$ cat src/design/asurt_pkg.sv
// What this block does
// RULE_01: Receiver checks only the first stop bit for framing error.
// RULE_02: After overrun, the next received character is discarded, not buffered.
// RULE_03: Parity error follows the two parity-mode bits.
// RULE_04: Reading receive error status inserts one wait cycle.
// RULE_05: Software writes transmit buffer only while buffer-full flag is 0.
// RULE_06: Completion pulse raised; software waits for it and shift-busy 0.
// RULE_07: Count clock from internal oscillator is divided; that base is unsupported.
// RULE_08: Prescaler select changes only while power enable is 0.
// RULE_09: Baud divisor rewritten only while tx and rx enables are 0.
// RULE_10: Baud clock is the divisor counter output divided by two.
// RULE_11: Power enable set before tx enable; cleared in reverse order.
// RULE_12: Rx enable rising with pin low starts reception at once.
// RULE_13: Buffer-full sets on write, clears on load; shift-busy sets then.
package asurt_pkg;
  localparam int DATA_W = 8;
  localparam int PSEL_W = 4;
  localparam int DIV_W = 8;
  localparam int OVS = 16;
  localparam logic [DIV_W-1:0] DIV_RST = 8'hFF;
  localparam logic [1:0] PAR_NONE = 2'h0;
  localparam logic [1:0] PAR_ZERO = 2'h1;
  localparam logic [1:0] PAR_ODD = 2'h2;
  localparam logic [1:0] PAR_EVEN = 2'h3;
  localparam int ERR_PAR_BIT = 2;
  localparam int ERR_FRM_BIT = 1;
  localparam int ERR_OVR_BIT = 0;
  typedef enum logic [2:0] {ASURT_IDLE, ASURT_START, ASURT_DATA, ASURT_PAR,
    ASURT_STOP} asurt_state_t;
endpackage : asurt_pkg

$ cat src/design/asurt_stream_if.sv
`timescale 1ns/1ps
interface asurt_stream_if;
  logic valid;
  logic ready;
  logic [asurt_pkg::DATA_W-1:0] data;
  modport src (output valid, output data, input ready);
  modport dst (input valid, input data, output ready);
endinterface : asurt_stream_if

$ cat src/design/asurt_buf2.sv
`timescale 1ns/1ps
module asurt_buf2 #(
  parameter int WIDTH = asurt_pkg::DATA_W
) (
  input wire logic clk_in,
  input wire logic nrst_in,
  input wire logic ce_in,
  asurt_stream_if.dst in_if,
  asurt_stream_if.src out_if
);
  logic [WIDTH-1:0] mem_reg [2];
  logic wp_reg, rp_reg;
  logic [1:0] cnt_reg;
  wire push = in_if.valid && in_if.ready && ce_in;
  wire pop = out_if.valid && out_if.ready && ce_in;
  assign in_if.ready = cnt_reg != 2'h2;
  assign out_if.valid = cnt_reg != 2'h0;
  assign out_if.data = mem_reg[rp_reg];
  always_ff @(posedge clk_in) begin
    if (!nrst_in) begin
      wp_reg <= 1'b0;
      rp_reg <= 1'b0;
      cnt_reg <= 2'h0;
    end else begin
      if (push) begin
        mem_reg[wp_reg] <= in_if.data;
        wp_reg <= ~wp_reg;
      end
      if (pop) rp_reg <= ~rp_reg;
      cnt_reg <= cnt_reg + {1'b0, push} - {1'b0, pop};
    end
  end
endmodule : asurt_buf2

$ cat src/design/asurt_top.sv
`timescale 1ns/1ps
module asurt_top #(
  parameter int OVS = asurt_pkg::OVS
) (
  input wire logic clk_in,
  input wire logic nrst_in,
  input wire logic ce_in,
  input wire logic unit_power_enable_in,
  input wire logic tx_enable_in,
  input wire logic rx_enable_in,
  input wire logic parity_mode_high_in,
  input wire logic parity_mode_low_in,
  input wire logic two_stop_in,
  input wire logic [asurt_pkg::PSEL_W-1:0] prescaler_select_in,
  input wire logic [asurt_pkg::DIV_W-1:0] baud_divisor_value_in,
  input wire logic transmit_buffer_wr_in,
  input wire logic [asurt_pkg::DATA_W-1:0] transmit_buffer_in,
  input wire logic status_rd_in,
  input wire logic rx_ready_in,
  input wire logic serial_receive_pin_in,
  output logic serial_transmit_pin_out,
  output logic tx_buffer_full_flag_out,
  output logic tx_shift_busy_flag_out,
  output logic tx_done_out,
  output logic [2:0] receive_error_status_out,
  output logic status_wait_out,
  output logic status_ack_out,
  output logic rx_valid_out,
  output logic [asurt_pkg::DATA_W-1:0] receive_buffer_out
);
  asurt_stream_if rx_s ();
  asurt_stream_if rx_o ();
  wire [1:0] pmode = {parity_mode_high_in, parity_mode_low_in};
  // RULE_07 divided count clock
  logic [15:0] pre_reg;
  logic [7:0] div_reg;
  logic half_reg;
  wire pre_tick = (prescaler_select_in == 4'h0) ? 1'b1 :
    (pre_reg[prescaler_select_in - 4'h1] && (pre_reg & ((16'h1 << prescaler_select_in) - 16'h1))
    == ((16'h1 << prescaler_select_in) - 16'h1));
  wire div_hit = pre_tick && (div_reg == baud_divisor_value_in - 8'h1);
  // RULE_10 divide by two
  wire tick = div_hit && half_reg;
  always_ff @(posedge clk_in) begin
    if (!nrst_in || !unit_power_enable_in) begin
      pre_reg <= 16'h0;
      div_reg <= 8'h0;
      half_reg <= 1'b0;
    end else if (ce_in) begin
      pre_reg <= pre_reg + 16'h1;
      if (pre_tick) div_reg <= div_hit ? 8'h0 : div_reg + 8'h1;
      if (div_hit) half_reg <= ~half_reg;
    end
  end
  // Transmitter
  logic [asurt_pkg::DATA_W-1:0] txb_reg, txs_reg;
  logic txbf_reg, txsf_reg, txo_reg, done_reg;
  logic [3:0] tbit_reg, tsub_reg;
  asurt_pkg::asurt_state_t tst_reg;
  wire tx_on = unit_power_enable_in && tx_enable_in;
  wire tx_odd = ^txs_reg;
  wire tpar = (pmode == asurt_pkg::PAR_EVEN) ? tx_odd :
    (pmode == asurt_pkg::PAR_ODD) ? ~tx_odd : 1'b0;
  wire tslot = tick && (tsub_reg == 4'(OVS - 1));
  // RULE_13 load moves flags
  wire tload = txbf_reg && (tst_reg == asurt_pkg::ASURT_IDLE);
  always_ff @(posedge clk_in) begin
    if (!nrst_in || !tx_on) begin
      txbf_reg <= 1'b0;
      txsf_reg <= 1'b0;
      txo_reg <= 1'b1;
      done_reg <= 1'b0;
      tst_reg <= asurt_pkg::ASURT_IDLE;
      tbit_reg <= 4'h0;
      tsub_reg <= 4'h0;
      txb_reg <= 8'h00;
      txs_reg <= 8'h00;
    end else if (ce_in) begin
      done_reg <= 1'b0;
      if (tick) tsub_reg <= tslot ? 4'h0 : tsub_reg + 4'h1;
      // RULE_05 write sets full
      if (transmit_buffer_wr_in) begin
        txb_reg <= transmit_buffer_in;
        txbf_reg <= 1'b1;
      end else if (tload) txbf_reg <= 1'b0;
      unique case (tst_reg)
        asurt_pkg::ASURT_IDLE: if (tload) begin
          txs_reg <= txb_reg;
          txsf_reg <= 1'b1;
          txo_reg <= 1'b0;
          tsub_reg <= 4'h0;
          tst_reg <= asurt_pkg::ASURT_START;
        end
        asurt_pkg::ASURT_START: if (tslot) begin
          txo_reg <= txs_reg[0];
          tbit_reg <= 4'h0;
          tst_reg <= asurt_pkg::ASURT_DATA;
        end
        asurt_pkg::ASURT_DATA: if (tslot) begin
          if (tbit_reg == 4'h7) begin
            txo_reg <= (pmode == asurt_pkg::PAR_NONE) ? 1'b1 : tpar;
            tst_reg <= (pmode == asurt_pkg::PAR_NONE) ? asurt_pkg::ASURT_STOP
              : asurt_pkg::ASURT_PAR;
            tbit_reg <= 4'h0;
          end else begin
            // Rotate so the byte parity survives the shifts
            txs_reg <= {txs_reg[0], txs_reg[7:1]};
            txo_reg <= txs_reg[1];
            tbit_reg <= tbit_reg + 4'h1;
          end
        end
        asurt_pkg::ASURT_PAR: if (tslot) begin
          txo_reg <= 1'b1;
          tst_reg <= asurt_pkg::ASURT_STOP;
        end
        asurt_pkg::ASURT_STOP: if (tslot) begin
          if (two_stop_in && tbit_reg == 4'h0) tbit_reg <= 4'h1;
          else begin
            // RULE_06 completion pulse
            done_reg <= 1'b1;
            txsf_reg <= 1'b0;
            tst_reg <= asurt_pkg::ASURT_IDLE;
          end
        end
      endcase
    end
  end
  // Receiver
  logic [asurt_pkg::DATA_W-1:0] rsh_reg;
  logic [3:0] rbit_reg, rsub_reg;
  logic rpar_reg, ovr_reg, frm_reg, perr_reg, rv_reg, wait_reg, ack_reg;
  logic [2:0] err_reg;
  asurt_pkg::asurt_state_t rst_reg;
  wire rx_on = unit_power_enable_in && rx_enable_in;
  wire rmid = tick && (rsub_reg == 4'(OVS / 2 - 1));
  wire rwrap = rsub_reg == 4'(OVS - 1);
  wire rbit = serial_receive_pin_in;
  wire rodd = ^rsh_reg ^ rbit;
  // RULE_03 parity by mode
  wire pbad = (pmode == asurt_pkg::PAR_EVEN) ? rodd :
    (pmode == asurt_pkg::PAR_ODD) ? ~rodd : 1'b0;
  assign rx_s.valid = rv_reg;
  assign rx_s.data = rsh_reg;
  always_ff @(posedge clk_in) begin
    if (!nrst_in || !rx_on) begin
      rst_reg <= asurt_pkg::ASURT_IDLE;
      rsh_reg <= 8'h00;
      rbit_reg <= 4'h0;
      rsub_reg <= 4'h0;
      rv_reg <= 1'b0;
      ovr_reg <= 1'b0;
      frm_reg <= 1'b0;
      perr_reg <= 1'b0;
      rpar_reg <= 1'b0;
    end else if (ce_in) begin
      rv_reg <= 1'b0;
      // Read clears flags; a set in the same cycle wins
      if (wait_reg) begin
        ovr_reg <= 1'b0;
        frm_reg <= 1'b0;
        perr_reg <= 1'b0;
      end
      if (tick) rsub_reg <= (rst_reg == asurt_pkg::ASURT_IDLE || rwrap) ? 4'h0 : rsub_reg + 4'h1;
      unique case (rst_reg)
        // RULE_12 low pin starts
        asurt_pkg::ASURT_IDLE: if (!rbit) begin
          rsub_reg <= 4'h0;
          rst_reg <= asurt_pkg::ASURT_START;
        end
        asurt_pkg::ASURT_START: if (rmid) rst_reg <= rbit ? asurt_pkg::ASURT_IDLE
          : asurt_pkg::ASURT_DATA;
        asurt_pkg::ASURT_DATA: if (rmid) begin
          rsh_reg <= {rbit, rsh_reg[7:1]};
          rbit_reg <= rbit_reg + 4'h1;
          if (rbit_reg == 4'h7) begin
            rbit_reg <= 4'h0;
            rst_reg <= (pmode == asurt_pkg::PAR_NONE) ? asurt_pkg::ASURT_STOP
              : asurt_pkg::ASURT_PAR;
          end
        end
        asurt_pkg::ASURT_PAR: if (rmid) begin
          rpar_reg <= pbad;
          rst_reg <= asurt_pkg::ASURT_STOP;
        end
        // RULE_01 first stop only
        asurt_pkg::ASURT_STOP: if (rmid) begin
          rst_reg <= asurt_pkg::ASURT_IDLE;
          frm_reg <= !rbit;
          perr_reg <= rpar_reg;
          rpar_reg <= 1'b0;
          // RULE_02 discard after overrun
          if (ovr_reg || !rx_s.ready) ovr_reg <= 1'b1;
          else rv_reg <= 1'b1;
        end
      endcase
    end
  end
  // RULE_04 read wait cycle
  always_ff @(posedge clk_in) begin
    if (!nrst_in) begin
      wait_reg <= 1'b0;
      ack_reg <= 1'b0;
      err_reg <= 3'h0;
    end else if (ce_in) begin
      wait_reg <= status_rd_in && !wait_reg && !ack_reg;
      ack_reg <= wait_reg;
      if (wait_reg) err_reg <= {perr_reg, frm_reg, ovr_reg};
    end
  end
  asurt_buf2 #(.WIDTH(asurt_pkg::DATA_W)) u_rxbuf (
    .clk_in(clk_in),
    .nrst_in(nrst_in),
    .ce_in(ce_in),
    .in_if(rx_s),
    .out_if(rx_o)
  );
  assign rx_o.ready = rx_ready_in;
  assign rx_valid_out = rx_o.valid;
  assign receive_buffer_out = rx_o.data;
  assign serial_transmit_pin_out = txo_reg;
  assign tx_buffer_full_flag_out = txbf_reg;
  assign tx_shift_busy_flag_out = txsf_reg;
  assign tx_done_out = done_reg;
  assign receive_error_status_out = err_reg;
  assign status_wait_out = status_rd_in && !ack_reg;
  assign status_ack_out = ack_reg;
endmodule : asurt_top

$ cat config.mk
export PLATFORM = sky130hd
export DESIGN_NAME = asurt_top
export DESIGN_NICKNAME = d
export VERILOG_FILES = /design/src/design/asurt_pkg.sv /design/src/design/asurt_stream_if.sv /design/src/design/asurt_buf2.sv /design/src/design/asurt_top.sv
export SDC_FILE = /design/constraint.sdc
export NUM_CORES = 1
export LEC_CHECK = 0
export BUFFER_PORTS_ARGS = -buffer_cell sky130_fd_sc_hd__buf_4
export CORE_ASPECT_RATIO = 1.1
export CORE_MARGIN = 2
export CORE_UTILIZATION = 60
export CTS_BUF_LIST = sky130_fd_sc_hd__clkbuf_2
export DETAILED_ROUTE_END_ITERATION = 7
export GPL_TIMING_DRIVEN = 0
export PLACE_DENSITY = 0.91
export SLEW_MARGIN = 25
export SYNTH_ARGS = -nofsm -noshare
export SYNTH_HDL_FRONTEND = slang
export SYNTH_SLANG_ARGS = --single-unit
$ cat constraint.sdc
create_clock -name clk_in -period 8.3 [get_ports clk_in]
set_input_delay 0 -clock clk_in [delete_from_list [all_inputs] [get_ports clk_in]]
set_output_delay 0 -clock clk_in [all_outputs]
set_load 0.05 [all_outputs]
# Word-level counts from Yosys, hierarchy flattened
# Memory sizes are Yosys's and may differ from the RTL's. A register that Yosys moved wholly into a read port is not among the register bits.
# Index checks and enable logic that the tools add are counted.
# totals
ff_bits	89
ramBits	16
word_cells	217
n_memories	1
# op_classes
n_addsub	11
magnitude_cmp	1
eq_ne	33
shift	1
n_mux	80
bitwise_logic	7
reduce_logical	56
# mem_list
name	depth	word_bits	rd	rd_clocked_by_memory_dff	wr	line_no	text
u_rxbuf.mem_reg	2	8	1	1	1	asurt_buf2.sv:11	logic [WIDTH-1:0] mem_reg [2];
# ops
cell	count
$mux 4	14
$mux 3	14
$mux 1	39
$mux 8	4
$ne 2x2->1 const B	16
$pmux 3 s5	2
$add 16x1->16 const B	1
$add 4x1->4 const B	4
$and 16x16->16	1
$eq 16x16->1	1
$logic_and 1x1->1	16
$pmux 8 s2	1
$reduce_xor 8->1	2
$shl 1x4->16 const A	1
$sub 16x1->16 const B	1
$eq 3x2->1 const B	4
$eq 4x3->1 const B	3
$pmux 4 s3	1
$reduce_and 6->1	2
$reduce_and 2->1	5
$reduce_and 5->1	2
$reduce_bool 2->1	5
$add 8x1->8 const B	1
$eq 4x4->1 const B	2
other kinds (26)	47

# Depth between registers and ports, before layout
# depth
ltp_word	13
ltp_mapped	19
ltp_nobuf	14

# By module
# From an unflattened synthesis, not the netlist that was laid out.
# hier_totals
hier_cells	717
area_unflattened_um2	6373.6
# modules_own_cells
module	n_inst	cells_per_inst	area_per_inst_um2	seq_area_each_um2
asurt_top	1	665	5545.3	1701.6
asurt_buf2	1	52	828.3	580.6

# Least setup slack after synthesis
# No wires, ideal clock.
# synth_path
path_type	in2reg
startpoint	in prescaler_select_in[0] in the netlist's numbering
endpoint	reg tbit_reg[3]
setup_time_ns	0.115
t_arrival_ns	3.440
required_ns	8.185
setup_slack_ns	4.745
stages	19
path_buffers	5
cell_sequence	buf_2 -> inv_1 -> ha_1 -> buf_4 -> buf_4 -> inv_1 -> nor3_1 -> inv_1 -> ha_1 -> clkbuf_1 -> nor2b_1 -> o21ai_0 -> a21oi_1 -> nor4_2 -> a41oi_4 -> or4_1 -> buf_2 -> a21o_1 -> a31o_1
# synth_between
elab_chain_len	11
# synth_rtl
element	line_no	text
start: declaration	asurt_top.sv:14	input wire logic [asurt_pkg::PSEL_W-1:0] prescaler_select_in,
$shl 1x4->16	asurt_top.sv:39, asurt_top.sv:40	
$sub 16x1->16	asurt_top.sv:39, asurt_top.sv:40	
$and 16x16->16	asurt_top.sv:39	(pre_reg[prescaler_select_in - 4'h1] && (pre_reg & ((16'h1 << prescaler_select_in) - 16'h1))
$eq 16x16->1	asurt_top.sv:40	== ((16'h1 << prescaler_select_in) - 16'h1));
$logic_and 1x1->1	asurt_top.sv:39	
$mux 1 *	asurt_top.sv:38	wire pre_tick = (prescaler_select_in == 4'h0) ? 1'b1 :
$logic_and 1x1->1 *	asurt_top.sv:41	wire div_hit = pre_tick && (div_reg == baud_divisor_value_in - 8'h1);
$logic_and 1x1->1 *	asurt_top.sv:43	wire tick = div_hit && half_reg;
$logic_and 1x1->1 *	asurt_top.sv:64	wire tslot = tick && (tsub_reg == 4'(OVS - 1));
$ne 2x2->1 (no line)	--	
$reduce_and 6->1 (no line) *	--	
end signal: assignment	asurt_top.sv:109	tbit_reg <= tbit_reg + 4'h1;
end: declaration	asurt_top.sv:58	logic [3:0] tbit_reg, tsub_reg;
# Every way passes the cells marked *; elsewhere a longest branch is shown, timed or not. The select of a mux whose other input is x is not followed.
# A chain may end at the register's enable or synchronous reset.

# Final worst setup path
# layout_path
startpoint	in prescaler_select_in[0] in the netlist's numbering
endpoint	reg rsh_reg[3] in the netlist's numbering
# layout_between
elab_chain_len	10
# layout_rtl
element	line_no	text
$shl 1x4->16	asurt_top.sv:39, asurt_top.sv:40	
$sub 16x1->16	asurt_top.sv:39, asurt_top.sv:40	
$and 16x16->16	asurt_top.sv:39	
$eq 16x16->1	asurt_top.sv:40	
$logic_and 1x1->1	asurt_top.sv:39	
$mux 1 *	asurt_top.sv:38	
$logic_and 1x1->1 *	asurt_top.sv:41	
$logic_and 1x1->1 *	asurt_top.sv:43	
$logic_and 1x1->1 *	asurt_top.sv:135	wire rmid = tick && (rsub_reg == 4'(OVS / 2 - 1));
$reduce_and 3->1 (no line) *	--	
end signal: assignment	asurt_top.sv:173	rsh_reg <= {rbit, rsh_reg[7:1]};
end: declaration	asurt_top.sv:129	logic [asurt_pkg::DATA_W-1:0] rsh_reg;
# Marks and branches as above.

==> tab_implementation.tex <==
\begin{tabular}{lr}
\hline
Metric & Value \\
\hline
\multicolumn{2}{l}{\textbf{Global routing}} \\
\quad Initial antenna violation count & 1 \\
\quad Global router's overall resource usage & 29.7\% \\
\quad Global-route wire length before repair & 27.1 mm \\
\quad Final global-route overflow total & 0 \\
\quad Maximum number of pins on one net before global-route repair & 19 \\
\quad Number of global-route vias before repair & 5921 \\
\multicolumn{2}{l}{\textbf{Placed design}} \\
\quad DP Wirelength & 11.5 mm \\
\quad RePlAce Congestion & 0.877 \\
\quad Count of buffers inserted at the top-level ports & 49 \\
\multicolumn{2}{l}{\textbf{Route}} \\
\quad Vias per std cell & 6.04 \\
\quad Total iterations of the first detailed-routing run & 5 \\
\quad Remaining design rule violation count & 0 \\
\quad Initial DRC Count & 374 \\
\quad Number of routed nets with antenna violations & 0 \\
\quad Total wire length & 16.2 mm \\
\quad Number of vias after detailed routing & 5847 \\
\quad Mean routed wirelength per cell & 16.7 um \\
\multicolumn{2}{l}{\textbf{Clocking}} \\
\quad CTS sink cnt & 106 \\
\quad Root buffer cell & sky130\_fd\_sc\_hd\_\_clkbuf\_2 \\
\quad Htree depth & 3 \\
\quad Clock tree from TritonCTS & yes \\
\quad Clock insertion delay at the later pin of the skew report & 0.61 ns \\
\quad Clock-pin slew reported for the worst setup and hold paths after clock tree synthesis & 0.29 ns \\
\quad Buffer count from post-CTS setup fixing & 0 \\
\quad Count of cells resized by post-cts repair & 0 \\
\quad Number of buffers added by the clock tree synthesis step & 9 \\
\quad Post-cts hold buffer count & 26 \\
\quad Buffer levels on the longest clock path & 2 \\
\multicolumn{2}{l}{\textbf{Min path}} \\
\quad HP Class & in2reg \\
\multicolumn{2}{l}{\textbf{Floorplanning}} \\
\quad Width of the die & 102 um \\
\quad DIE AREA & 0.0113 mm\^{}2 \\
\quad Effective utilization at floorplan & 61.2\% \\
\quad I/O Pins & 51 \\
\quad DIE HEIGHT & 112 um \\
\quad Number of core rows & 39 \\
\quad Core ar. & 0.0103 mm\^{}2 \\
\multicolumn{2}{l}{\textbf{STA}} \\
\quad Maximum clock frequency & 0.265 GHz \\
\quad Slew Limit Headroom & 46.9\% \\
\quad Clock period minus worst slack & 3.78 ns \\
\quad Final-layout setup total negative slack & 0 ns \\
\quad Setup repair after global routing missed its margin & false \\
\quad Number of failing hold endpoints at the final stage & 0 \\
\quad Worst hold slack & 0.0427 ns \\
\quad Setup-violating endpoint count in the final report & 0 \\
\quad Pin slew with the least headroom to its limit & 0.794 ns \\
\quad Max Transition Viols Final & 0 \\
\quad Final clock period utilization by the worst path & 45.5\% \\
\quad Layout Skew & 0.0311 ns \\
\multicolumn{2}{l}{\textbf{Setup path}} \\
\quad Largest stage delay on the critical path & 0.45 ns \\
\quad Required time of the critical path & 8.84 ns \\
\quad Data arrival time of the critical path & 4.32 ns \\
\quad Crit end category & flop \\
\quad Crit Path Max Fanout & 10 \\
\quad Critical-path cell with the highest stage delay & sky130\_fd\_sc\_hd\_\_nor4\_2 \\
\quad Type of the worst setup path & in2reg \\
\quad Startpoint type of the worst setup path & input pin \\
\quad Crit-path cells & buf\_4, buf\_2, inv\_1, ha\_1, buf\_4, buf\_4, inv\_1, nor3\_1, inv\_1, ha\_1, clkbuf\_1, nor4b\_1, o21ai\_1, o211ai\_1, nor4\_2, a41oi\_4, nor4\_2, buf\_2, mux2i\_1, nor2\_1 \\
\multicolumn{2}{l}{\textbf{Synthesis}} \\
\quad Synth Area per Inst & 8.60 um\^{}2 \\
\quad Ranking of synthesized cells by area & sky130\_fd\_sc\_hd\_\_dfxtp\_1 (29\%), sky130\_fd\_sc\_hd\_\_edfxtp\_1 (7.6\%), sky130\_fd\_sc\_hd\_\_xnor2\_1 (5.1\%) \\
\quad Library cell occupying the most area in the post-synthesis netlist & sky130\_fd\_sc\_hd\_\_dfxtp\_1 \\
\quad Fraction of synthesized cell area taken by the top area cell type & 28.6\% \\
\quad Mapped cell area & 0.00630 mm\^{}2 \\
\quad Count of flip-flops with a built-in enable after synthesis & 16 \\
\quad Portion of the post-synthesis area used by sequential elements & 36.2\% \\
\quad Fraction of registers with async set or reset after synthesis & 0\% \\
\quad Total number of yosys warnings & 0 \\
\quad Count of distinct cell types in the synthesized netlist & 74 \\
\quad Post-synthesis instance total & 733 \\
\quad Flip-flop cell with the highest count after synthesis & sky130\_fd\_sc\_hd\_\_dfxtp\_1 \\
\quad Synthesized netlist net count & 782 \\
\quad Register bit total from synthesis & 106 \\
\multicolumn{2}{l}{\textbf{Job}} \\
\quad Number of max-cap violations & 0 \\
\multicolumn{2}{l}{\textbf{Pwr}} \\
\quad Proportion of power drawn by the clock network & 28.1\% \\
\quad Tot Pwr & 0.878 mW \\
\quad Leakage power total & 2.63 nW \\
\quad Internal & 0.641 mW \\
\quad Power share of the combinational group & 12.1\% \\
\quad IR drop worst, VDD & 0.134 mV \\
\quad Net switching component of the power & 0.237 mW \\
\quad Sequential cell fraction of total power & 59.8\% \\
\quad Total power density per cell area & 121 mW/mm\^{}2 \\
\quad Switching share of total power & 27.0\% \\
\multicolumn{2}{l}{\textbf{Cells and area}} \\
\quad Area growth from synthesis to layout & 14.7\% \\
\quad Fraction of layout instances using a drive strength above 1 & 13.2\% \\
\quad Net total in the final layout & 868 \\
\multicolumn{2}{l}{\textbf{Run status}} \\
\quad Run status & complete, no violations \\
\hline
\end{tabular}
logic make-up after synthesis:
group                    synth area share (%)
adder cells (fa/ha/maj)                  3.18
XOR/XNOR                                 7.22
AND/OR/NAND/NOR                          26.1
flip-flops                               36.2
AO/OA/AOI/OAI                            14.8
multiplexers                             7.64
buffers and inverters                    4.84
synthesized netlist by cell type (5+ instances only):
library cell	instances
sky130_fd_sc_hd__dfxtp_1	90
sky130_fd_sc_hd__nor2_1	64
sky130_fd_sc_hd__nand2_1	56
sky130_fd_sc_hd__a21oi_1	44
sky130_fd_sc_hd__nor3_1	38
sky130_fd_sc_hd__xnor2_1	37
sky130_fd_sc_hd__nand3_1	35
sky130_fd_sc_hd__clkbuf_1	31
sky130_fd_sc_hd__mux2i_1	29
sky130_fd_sc_hd__inv_1	21
sky130_fd_sc_hd__o21ai_0	18
sky130_fd_sc_hd__and3_1	16
sky130_fd_sc_hd__edfxtp_1	16
sky130_fd_sc_hd__ha_1	16
sky130_fd_sc_hd__nor2b_1	16
sky130_fd_sc_hd__xor2_1	15
sky130_fd_sc_hd__o21a_1	13
sky130_fd_sc_hd__buf_2	10
sky130_fd_sc_hd__nor3b_1	10
sky130_fd_sc_hd__mux2_2	9
sky130_fd_sc_hd__nand2b_1	9
sky130_fd_sc_hd__nor4_1	9
sky130_fd_sc_hd__o211ai_1	9
sky130_fd_sc_hd__a21boi_0	7
sky130_fd_sc_hd__a31oi_1	6
sky130_fd_sc_hd__and2_1	6
sky130_fd_sc_hd__nand3b_1	6
sky130_fd_sc_hd__nand4_1	6
sky130_fd_sc_hd__a21o_1	5
sky130_fd_sc_hd__o21bai_1	5
sky130_fd_sc_hd__or3b_2	5
area by class of cell:
cell class,instances,area (um^2)
Clock buffer,10,50.0
Fill cell,787,3070
Sequential cell,106,2280
Multi-Input combinational cell,556,3720
Buffer,50,226
Timing Repair Buffer,75,628
Tap cell,143,179
Inverter,21,78.8
Antenna cell,1,2.50
Clock inverter,6,66.3
routing by layer:
| metal | vias to the layer above | GRT usage, % | share of wire [%] |
|---|---|---|---|
| li1 | 2802 | - | - |
| met1 | 2757 | 35.4 | 39 |
| met2 | 237 | 50.8 | 51 |
| met3 | 51 | 4.08 | 5.4 |
| met4 | 0 | 15.9 | 3.8 |
| met5 | - | 0 | 0 |
path summary, 6_finish.rpt:
check                                       startpoint           to  cells past startpoint  slack, ns
worst min-delay path                       two_stop_in  tx_done_out                      6       0.04
worst min register to register                  rv_reg       rv_reg                      2       0.48
worst max-delay path            prescaler_select_in[0]   rsh_reg[3]                     20       4.52
worst max register to register             pre_reg[14]   rsh_reg[3]                      9       5.26
metrics by stage:
stage | setup slack, ns | cells | util, % | instance area (um^2)
final | 4.52 | 968 | 70.2 | 7230
after floorplan | 4.74 | 733 | - | 6300
after global routing | 4.20 | 968 | 70.2 | 7230
after detailed placement | 3.91 | 925 | 66.5 | 6850
after global placement | 4.03 | 925 | 66.5 | 6850
after CTS | 4.63 | 967 | 70.2 | 7230
power groups by stage:
stage	clock (mW)	sequential (mW)	combinational (mW)
2_1_floorplan	0	0.534	0.0609
3_3_place_gp	0	0.534	0.0921
3_5_place_dp	0	0.534	0.0946
4_1_cts	0.247	0.525	0.104
5_1_grt	0.269	0.526	0.116
6_report	0.246	0.525	0.106
worst max-delay path: cells and delay by family:
kind	cells	cell delay (ns)
buffers and inverters	9	1.56
AOI/OAI and AO/OA	3	0.68
and+or+nand+nor	5	1.37
muxes	1	0.25
adders and majority gates	2	0.45
placed cells by master, fill, tap and decap left out, drive strengths merged, types with 26 or more instances in the layout:
| cell | instances |
|---|---|
| nor2 | 64 |
| dlygate4sd3 | 26 |
| clkbuf | 41 |
| buf | 68 |
| mux2i | 29 |
| nor3 | 38 |
| nand2 | 56 |
| a21oi | 44 |
| dfxtp | 90 |
| xnor2 | 37 |
| nand3 | 35 |
Note: power is estimated with default switching activity, not from simulation.
